### config.mk
export PLATFORM = sky130hd
export DESIGN_NAME = tcw_channel
export DESIGN_NICKNAME = d
export VERILOG_FILES = /design/src/logic/tcw_channel.v
export VERILOG_INCLUDE_DIRS = /design/src /design/src/logic
export SDC_FILE = /design/constraint.sdc
export NUM_CORES = 1
export LEC_CHECK = 0
export BUFFER_PORTS_ARGS = -buffer_cell sky130_fd_sc_hd__buf_2
export CAP_MARGIN = 30
export CORE_MARGIN = 2
export CORE_UTILIZATION = 45
export CTS_CLUSTER_SIZE = 14
export DETAILED_ROUTE_END_ITERATION = 16
export GPL_ROUTABILITY_DRIVEN = 0
export PLACE_DENSITY = 0.72
export SLEW_MARGIN = 20
export SYNTH_ARGS = -nofsm -noshare
export SYNTH_HDL_FRONTEND = slang
export SYNTH_SLANG_ARGS = --single-unit
### constraint.sdc
create_clock -name clk_sys_in -period 2.6 [get_ports clk_sys_in]
set_input_delay 0.52 -clock clk_sys_in [delete_from_list [all_inputs] [get_ports clk_sys_in]]
set_output_delay 0.52 -clock clk_sys_in [all_outputs]
set_load 0.1 [all_outputs]
### src/logic/tcw_regs.vh
`ifndef TCW_REGS_VH
`define TCW_REGS_VH
// register word indices (byte address = index << 2)
`define TCW_ADDR_CTRL 4'h0
`define TCW_ADDR_MODE 4'h1
`define TCW_ADDR_COUNT 4'h4
`define TCW_ADDR_CAP_A 4'h5
`define TCW_ADDR_CAP_B 4'h6
`define TCW_ADDR_PERIOD 4'h7
`define TCW_ADDR_STATUS 4'h8
// control command bits
`define TCW_CTRL_CLKEN 0
`define TCW_CTRL_CLKDIS 1
`define TCW_CTRL_SWTRG 2
// mode register fields, common
`define TCW_MODE_CLKSEL_LO 0
`define TCW_MODE_CLKI 3
`define TCW_MODE_PTRG 14
`define TCW_MODE_WAVE 15
// capture mode fields
`define TCW_MODE_LDBSTOP 6
`define TCW_MODE_LDBDIS 7
`define TCW_MODE_TRGEDG_LO 8
`define TCW_MODE_TRGSEL 10
`define TCW_MODE_LDA_LO 16
`define TCW_MODE_LDB_LO 18
// waveform mode fields
`define TCW_MODE_STOPP 6
`define TCW_MODE_DISP 7
`define TCW_MODE_EVEDG_LO 8
`define TCW_MODE_EVSEL_LO 10
`define TCW_MODE_EVTRG 12
`define TCW_MODE_AMATCH_LO 16
`define TCW_MODE_APER_LO 18
`define TCW_MODE_AEVT_LO 20
`define TCW_MODE_ASOFT_LO 22
`define TCW_MODE_BMATCH_LO 24
`define TCW_MODE_BPER_LO 26
`define TCW_MODE_BEVT_LO 28
`define TCW_MODE_BSOFT_LO 30
// status bits
`define TCW_ST_OVF 0
`define TCW_ST_LOVR 1
`define TCW_ST_MATCHA 2
`define TCW_ST_MATCHB 3
`define TCW_ST_PERIOD 4
`define TCW_ST_LDA 5
`define TCW_ST_LDB 6
`define TCW_ST_ETRG 7
`define TCW_ST_CLKSTA 16
// action codes
`define TCW_ACT_NONE 2'h0
`define TCW_ACT_SET 2'h1
`define TCW_ACT_CLR 2'h2
`define TCW_ACT_TOG 2'h3
// reset values
`define TCW_RST_MODE 32'h00000000
`define TCW_RST_WORD16 16'h0000
`endif

### src/logic/tcw_channel.v
`timescale 1ns/100ps
`default_nettype none
`include "tcw_regs.vh"
module tcw_channel
(
   input wire clk_sys_in,
   input wire reset_in,
   input wire [5:0] avs_address_in,
   input wire avs_read_in,
   input wire avs_write_in,
   input wire [31:0] avs_writedata_in,
   input wire [3:0] avs_byteenable_in,
   output reg [31:0] avs_readdata_out,
   output wire avs_waitrequest_out,
   input wire sync_trigger_in,
   input wire ext_clock_0_in,
   input wire ext_clock_1_in,
   input wire ext_clock_2_in,
   input wire io_line_a_in,
   output reg io_line_a_out,
   output wire io_line_a_oe_out,
   input wire io_line_b_in,
   output reg io_line_b_out,
   output wire io_line_b_oe_out
);
// ==========================================
// bus slave
// ==========================================
// one wait cycle on reads keeps read data registered
reg rd_done_r;
wire [3:0] idx = avs_address_in[5:2];
wire wr_hit = avs_write_in;
// flags and unread marks clear on the edge that latches read data, so nothing set later is lost
wire rd_take = avs_read_in & ~rd_done_r;
assign avs_waitrequest_out = avs_read_in & ~rd_done_r;
reg [31:0] channel_mode_reg_r;
reg [15:0] count_r;
reg [15:0] compare_capture_a_r;
reg [15:0] compare_capture_b_r;
reg [15:0] period_compare_reg_r;
reg [7:0] channel_status_reg_r;
reg clk_en_r;
reg clk_run_r;
reg unread_a_r;
reg unread_b_r;
reg wave_a_r;
reg wave_b_r;
wire wave = channel_mode_reg_r[`TCW_MODE_WAVE];
wire [31:0] wdata = avs_writedata_in & {{8{avs_byteenable_in[3]}}, {8{avs_byteenable_in[2]}},
   {8{avs_byteenable_in[1]}}, {8{avs_byteenable_in[0]}}};
wire cmd_wr = wr_hit & (idx == `TCW_ADDR_CTRL);
wire sw_trg = cmd_wr & wdata[`TCW_CTRL_SWTRG];
wire status_rd = rd_take & (idx == `TCW_ADDR_STATUS);
// ==========================================
// input synchronisers
// ==========================================
reg [4:0] sync1_r;
reg [4:0] sync2_r;
reg [4:0] prev_r;
// no reset: chain fills from the pins during reset, so a high pin gives no false edge afterwards
always @(posedge clk_sys_in)
begin
   sync1_r <= {io_line_b_in, io_line_a_in, ext_clock_2_in, ext_clock_1_in, ext_clock_0_in};
   sync2_r <= sync1_r;
   prev_r <= sync2_r;
end
wire [4:0] rise = sync2_r & ~prev_r;
wire [4:0] fall = ~sync2_r & prev_r;
function edge_hit;
   input [1:0] sel;
   input r;
   input f;
   begin
      edge_hit = (sel[0] & r) | (sel[1] & f);
   end
endfunction
// ==========================================
// counting clock and events
// ==========================================
// internal prescaler taps of the system clock
reg [9:0] presc_r;
always @(posedge clk_sys_in)
begin
   if (reset_in)
      presc_r <= 10'h000;
   else
      presc_r <= presc_r + 10'h001;
end
wire [2:0] clk_sel = channel_mode_reg_r[`TCW_MODE_CLKSEL_LO +: 3];
wire clki = channel_mode_reg_r[`TCW_MODE_CLKI];
reg tick;
always @*
begin
   case (clk_sel)
      3'h0: tick = presc_r[0] == 1'b1;
      3'h1: tick = presc_r[2:0] == 3'h7;
      3'h2: tick = presc_r[4:0] == 5'h1F;
      3'h3: tick = presc_r[6:0] == 7'h7F;
      3'h4: tick = presc_r == 10'h3FF;
      3'h5: tick = clki ? fall[0] : rise[0];
      3'h6: tick = clki ? fall[1] : rise[1];
      default: tick = clki ? fall[2] : rise[2];
   endcase
end
// capture external trigger; line a or b by select bit
wire cap_trg_line_a = channel_mode_reg_r[`TCW_MODE_TRGSEL];
wire cap_trg = ~wave & (cap_trg_line_a ? edge_hit(channel_mode_reg_r[`TCW_MODE_TRGEDG_LO +: 2], rise[3], fall[3])
   : edge_hit(channel_mode_reg_r[`TCW_MODE_TRGEDG_LO +: 2], rise[4], fall[4]));
// waveform event source
wire [1:0] ev_sel = channel_mode_reg_r[`TCW_MODE_EVSEL_LO +: 2];
reg ev_rise;
reg ev_fall;
always @*
begin
   case (ev_sel)
      2'h0:
      begin
         ev_rise = rise[4];
         ev_fall = fall[4];
      end
      2'h1:
      begin
         ev_rise = rise[0];
         ev_fall = fall[0];
      end
      2'h2:
      begin
         ev_rise = rise[1];
         ev_fall = fall[1];
      end
      default:
      begin
         ev_rise = rise[2];
         ev_fall = fall[2];
      end
   endcase
end
wire ext_event = wave & edge_hit(channel_mode_reg_r[`TCW_MODE_EVEDG_LO +: 2], ev_rise, ev_fall);
wire ev_trg = ext_event & channel_mode_reg_r[`TCW_MODE_EVTRG];
wire ext_trg = cap_trg | ev_trg;
// compare matches sampled on counter value change
reg [15:0] last_cnt_r;
wire cnt_changed = count_r != last_cnt_r;
wire match_c = cnt_changed & (count_r == period_compare_reg_r);
wire match_a = wave & cnt_changed & (count_r == compare_capture_a_r);
wire match_b = wave & cnt_changed & (count_r == compare_capture_b_r);
wire per_trg = match_c & channel_mode_reg_r[`TCW_MODE_PTRG];
wire any_trg = sw_trg | sync_trigger_in | per_trg | ext_trg;
// capture loads
wire lda_edge = ~wave & edge_hit(channel_mode_reg_r[`TCW_MODE_LDA_LO +: 2], rise[3], fall[3]);
wire ldb_edge = ~wave & edge_hit(channel_mode_reg_r[`TCW_MODE_LDB_LO +: 2], rise[3], fall[3]);
// sequencing: a may load when not armed_b; b only when armed_b
reg armed_b_r;
wire load_a = lda_edge & ~armed_b_r;
wire load_b = ldb_edge & armed_b_r;
wire overrun = (load_a & unread_a_r) | (load_b & unread_b_r);
wire ovf = tick & clk_run_r & clk_en_r & (count_r == 16'hFFFF);
// ==========================================
// counter and clock control
// ==========================================
wire stop_c = wave & match_c & channel_mode_reg_r[`TCW_MODE_STOPP];
wire dis_c = wave & match_c & channel_mode_reg_r[`TCW_MODE_DISP];
wire stop_b = ~wave & load_b & channel_mode_reg_r[`TCW_MODE_LDBSTOP];
wire dis_b = ~wave & load_b & channel_mode_reg_r[`TCW_MODE_LDBDIS];
reg trg_pend_r;
always @(posedge clk_sys_in)
begin
   if (reset_in)
   begin
      count_r <= `TCW_RST_WORD16;
      last_cnt_r <= 16'hFFFF;
      clk_en_r <= 1'b0;
      clk_run_r <= 1'b0;
      trg_pend_r <= 1'b0;
      armed_b_r <= 1'b0;
   end
   else
   begin
      last_cnt_r <= count_r;
      if (cmd_wr & wdata[`TCW_CTRL_CLKDIS] | dis_c | dis_b)
         clk_en_r <= 1'b0;
      else if (cmd_wr & wdata[`TCW_CTRL_CLKEN])
         clk_en_r <= 1'b1;
      // trigger beats stop; it sets run and pends the clear even while disabled, counting waits for enable
      if (any_trg)
         clk_run_r <= 1'b1;
      else if (stop_c | stop_b)
         clk_run_r <= 1'b0;
      // counter clears on next valid edge after a trigger
      if (any_trg)
         trg_pend_r <= 1'b1;
      else if (tick & clk_run_r & clk_en_r)
         trg_pend_r <= 1'b0;
      if (wr_hit & (idx == `TCW_ADDR_COUNT))
         count_r <= wdata[15:0];
      else if (tick & clk_run_r & clk_en_r)
         count_r <= (trg_pend_r | any_trg) ? 16'h0000 : count_r + 16'h0001;
      if (any_trg)
         armed_b_r <= 1'b0;
      else if (load_b)
         armed_b_r <= 1'b0;
      else if (load_a)
         armed_b_r <= 1'b1;
   end
end
// ==========================================
// registers and status
// ==========================================
wire cap_rd_a = rd_take & (idx == `TCW_ADDR_CAP_A);
wire cap_rd_b = rd_take & (idx == `TCW_ADDR_CAP_B);
wire [7:0] st_set;
assign st_set[`TCW_ST_OVF] = ovf;
assign st_set[`TCW_ST_LOVR] = overrun;
assign st_set[`TCW_ST_MATCHA] = match_a;
assign st_set[`TCW_ST_MATCHB] = match_b;
assign st_set[`TCW_ST_PERIOD] = match_c;
assign st_set[`TCW_ST_LDA] = load_a;
assign st_set[`TCW_ST_LDB] = load_b;
assign st_set[`TCW_ST_ETRG] = ext_trg;
always @(posedge clk_sys_in)
begin
   if (reset_in)
   begin
      rd_done_r <= 1'b0;
      channel_mode_reg_r <= `TCW_RST_MODE;
      compare_capture_a_r <= `TCW_RST_WORD16;
      compare_capture_b_r <= `TCW_RST_WORD16;
      period_compare_reg_r <= `TCW_RST_WORD16;
      channel_status_reg_r <= 8'h00;
      unread_a_r <= 1'b0;
      unread_b_r <= 1'b0;
   end
   else
   begin
      rd_done_r <= avs_read_in & ~rd_done_r;
      if (wr_hit & (idx == `TCW_ADDR_MODE))
         channel_mode_reg_r <= wdata;
      if (wr_hit & (idx == `TCW_ADDR_PERIOD))
         period_compare_reg_r <= wdata[15:0];
      // capture values are read-only in capture mode
      if (load_a)
         compare_capture_a_r <= count_r;
      else if (wave & wr_hit & (idx == `TCW_ADDR_CAP_A))
         compare_capture_a_r <= wdata[15:0];
      if (load_b)
         compare_capture_b_r <= count_r;
      else if (wave & wr_hit & (idx == `TCW_ADDR_CAP_B))
         compare_capture_b_r <= wdata[15:0];
      unread_a_r <= load_a | (unread_a_r & ~cap_rd_a);
      unread_b_r <= load_b | (unread_b_r & ~cap_rd_b);
      // set wins over the clear done by a status read
      channel_status_reg_r <= st_set | (status_rd ? 8'h00 : channel_status_reg_r);
   end
end
always @(posedge clk_sys_in)
begin
   if (reset_in)
      avs_readdata_out <= 32'h00000000;
   else if (avs_read_in & ~rd_done_r)
   begin
      case (idx)
         `TCW_ADDR_MODE: avs_readdata_out <= channel_mode_reg_r;
         `TCW_ADDR_COUNT: avs_readdata_out <= {16'h0000, count_r};
         `TCW_ADDR_CAP_A: avs_readdata_out <= {16'h0000, compare_capture_a_r};
         `TCW_ADDR_CAP_B: avs_readdata_out <= {16'h0000, compare_capture_b_r};
         `TCW_ADDR_PERIOD: avs_readdata_out <= {16'h0000, period_compare_reg_r};
         `TCW_ADDR_STATUS: avs_readdata_out <= {15'h0000, clk_en_r, 8'h00, channel_status_reg_r};
         default: avs_readdata_out <= 32'h00000000;
      endcase
   end
end
// ==========================================
// output controller
// ==========================================
function [1:0] pick_act;
   input sw;
   input ev;
   input pc;
   input own;
   input [7:0] acts;
   begin
      if (sw)
         pick_act = acts[7:6];
      else if (ev)
         pick_act = acts[5:4];
      else if (pc)
         pick_act = acts[3:2];
      else if (own)
         pick_act = acts[1:0];
      else
         pick_act = `TCW_ACT_NONE;
   end
endfunction
function apply_act;
   input [1:0] act;
   input cur;
   begin
      case (act)
         `TCW_ACT_SET: apply_act = 1'b1;
         `TCW_ACT_CLR: apply_act = 1'b0;
         `TCW_ACT_TOG: apply_act = ~cur;
         default: apply_act = cur;
      endcase
   end
endfunction
wire sw_evt = sw_trg | sync_trigger_in;
wire [1:0] act_a = pick_act(sw_evt, ext_event, match_c, match_a,
   channel_mode_reg_r[`TCW_MODE_AMATCH_LO +: 8]);
wire [1:0] act_b = pick_act(sw_evt, ext_event, match_c, match_b,
   channel_mode_reg_r[`TCW_MODE_BMATCH_LO +: 8]);
wire b_drives = wave & (ev_sel != 2'h0);
assign io_line_a_oe_out = wave;
assign io_line_b_oe_out = b_drives;
always @(posedge clk_sys_in)
begin
   if (reset_in)
   begin
      io_line_a_out <= 1'b0;
      io_line_b_out <= 1'b0;
   end
   else if (wave)
   begin
      io_line_a_out <= apply_act(act_a, io_line_a_out);
      if (b_drives)
         io_line_b_out <= apply_act(act_b, io_line_b_out);
   end
end
endmodule
`default_nettype wire

==> impl_metrics.json <==
{
  "grt_pass1_vias": 7526,
  "cts_tree": "done",
  "synth_top_area_share_pct": 42.1,
  "async_flop_share_pct": 0,
  "core_mm2": 0.0194,
  "p_leak_nw": 3.88,
  "cts_buffers": 17,
  "first_pass_iters": 8,
  "nFillCells": 1832,
  "grt-ovfl-total": 0,
  "io_pins": 89,
  "synth_cells": 1080,
  "drtAntennaViolNets": 0,
  "synthTopCellsByCount": "dfxtp_1, nor2_1, a21oi_1, nand2_1, clkbuf_1",
  "timing.slew.headroom_pct": 65.0,
  "yosysMostFrequentCell": "dfxtp_1",
  "synth.distinct_cells": 82,
  "worst_pin_slew_ps": 525,
  "avgSynthCellArea_um2": 8.20,
  "finalHoldViolations": 0,
  "setup_violations": 0,
  "ys_seq_area_share_pct": 42.1,
  "reg2reg_slack_ps": 160,
  "crit_fanout": 12,
  "vias": 8369,
  "timing.final.ws_setup_ps": 130,
  "multi_input_area_mm2": 0.00471,
  "netlist_area_mm2": 0.00885,
  "routedWlPerCell_um": 18.7,
  "period_share_pct": 95.0,
  "powerDensity_mw_per_mm2": 570,
  "synth_fp_nets": 1136,
  "rsz0062_at_grt": "no",
  "start_util_pct": 45.6,
  "routed_wl_um": 26900,
  "register_area_mm2": 0.00372,
  "drive_gt1_share_pct": 19.5,
  "grtUsageTotal_pct": 25.7,
  "cp.arrival_ps": 1950,
  "detailed_place_hpwl_um": 19300,
  "clkSlewWorstSetupHoldPaths_ps": 70,
  "clock-sinks": 186,
  "drtIter0Drc": 903,
  "synth-edff-count": 0,
  "cap_violations": 0,
  "die_w_um": 144,
  "status": "finished clean",
  "syn_to_final_growth_pct": 16.9,
  "ys_top_cells_by_area": "dfxtp_1, a21oi_1, nor2_1",
  "startpoint_type": "flip-flop",
  "drc": 0,
  "finalNetCount": 1215,
  "synth_top_flop_cell": "dfxtp_1",
  "placed_cell_area_mm2": 0.00976,
  "required_ps": 2080,
  "via_per_inst": 5.82,
  "antenna_cells": 0,
  "fin_area_mm2": 0.0103,
  "vdd_drop_max_mv": 0.452,
  "worstSetupPathType": "flip-flop to output pin",
  "std_cell_rows": 51,
  "final_max_slew_viol_count": 0,
  "period_needed_ps": 2470,
  "clock_path_buffers": 2,
  "cts_setup_buffers": 0,
  "min_path_type": "primary input to flip-flop",
  "fin_worst_skew_ps": 10.9,
  "htreeDepth": 4,
  "dp_slack_ps": 157,
  "cp-end-kind": "output pin",
  "cts_hold_buf": 0,
  "dieArea_mm2": 0.0208,
  "die_h_um": 144,
  "insertion_delay_ps": 440,
  "cts-root-buf": "clkbuf_16",
  "synth_warnings": 0,
  "numPortBuffers": 86,
  "final_util_pct": 53.3,
  "antenna_found_initial": 0,
  "post_cts_resized": 0,
  "grt_max_degree": 118,
  "finalSetupTns_ps": 0,
  "synth-seq-cells": 186,
  "synth_area_leader_cell": "dfxtp_1",
  "grt_pass1_wl_um": 41000,
  "fmax_mhz": 405
}
==> final cells by class <==
type                            count  area share [%]
Clock inverter                     14            1.45
Clock buffer                       18            4.15
Sequential cell                   186            36.0
Timing Repair Buffer              152            9.21
Inverter                           14           0.508
Multi-Input combinational cell    788            45.5
Tap cell                          265            3.20
==> worst max-delay path, stage by stage, from the launching register on <==
cell,delay [ps]
dfxtp_1,640
buf_4,240
o21a_2,180
buf_2,440
==> metal layers <==
metal / wire (um) / GRT usage (%) / share of wire (%) / up-vias
met5: 0 / 0 / 0 / -
met4: 934 / 9.20 / 3.5 / 0
met3: 2510 / 6.06 / 9.3 / 69
met2: 11900 / 39.0 / 44 / 412
met1: 11600 / 35.8 / 43 / 3903
li1: - / - / - / 3985
==> cell families after synthesis <==
group / after synthesis / synth area share, %
muxes: 1 / 0.113
AOI/OAI and AO/OA: 290 / 21.9
adders and majority gates: 4 / 0.565
and+or+nand+nor: 422 / 23.1
DFF: 186 / 42.1
buffers and inverters: 106 / 5.16
xor gates and xnor gates: 71 / 7.03
==> report_power, final <==
| part | leakage, nW | internal, mW | switching (mW) |
|---|---|---|---|
| Combinational | 2.09 | 0.128 | 0.263 |
| Sequential | 1.51 | 2.89 | 0.0317 |
| Clock | 0.276 | 1.36 | 1.22 |
==> sequential cells by signal (all words and copies together), names as in the netlist, 8 cells and up <==
register              cells
avs_readdata_out         32
channel_mode_reg_r       32
compare_capture_a_r      16
compare_capture_b_r      16
count_r                  16
last_cnt_r               16
period_compare_reg_r     16
presc_r                  10
channel_status_reg_r      8
==> through the flow <==
stage	total power, mW	std cells	hold WS, ps
finish	5.90	1437	178
global placement	3.37	1405	312
detailed placement	3.37	1405	312
floorplan	3.22	1080	310
global route	6.08	1437	162
CTS	5.92	1437	170
==> final timing paths <==
path	endpoint	start	cells past startpoint
max	io_line_b_oe_out	channel_mode_reg_r[15]	3
min	sync1_r[3]	io_line_a_in	1
max reg2reg	count_r[2]	count_r[12]	8
min reg2reg	sync2_r[1]	sync1_r[1]	0
==> placed cells by master, fill, tap and decap left out, drive strengths merged, types with 19 or more instances in the layout <==
cell type and instances:
a21oi 130, a22oi 43, a31oi 25, buf 152
dfxtp 186, inv 21, nand2 105, nand3 56
nand4 19, nor2 150, xnor2 51, xor2 20
(Power assumes the default switching activity.)
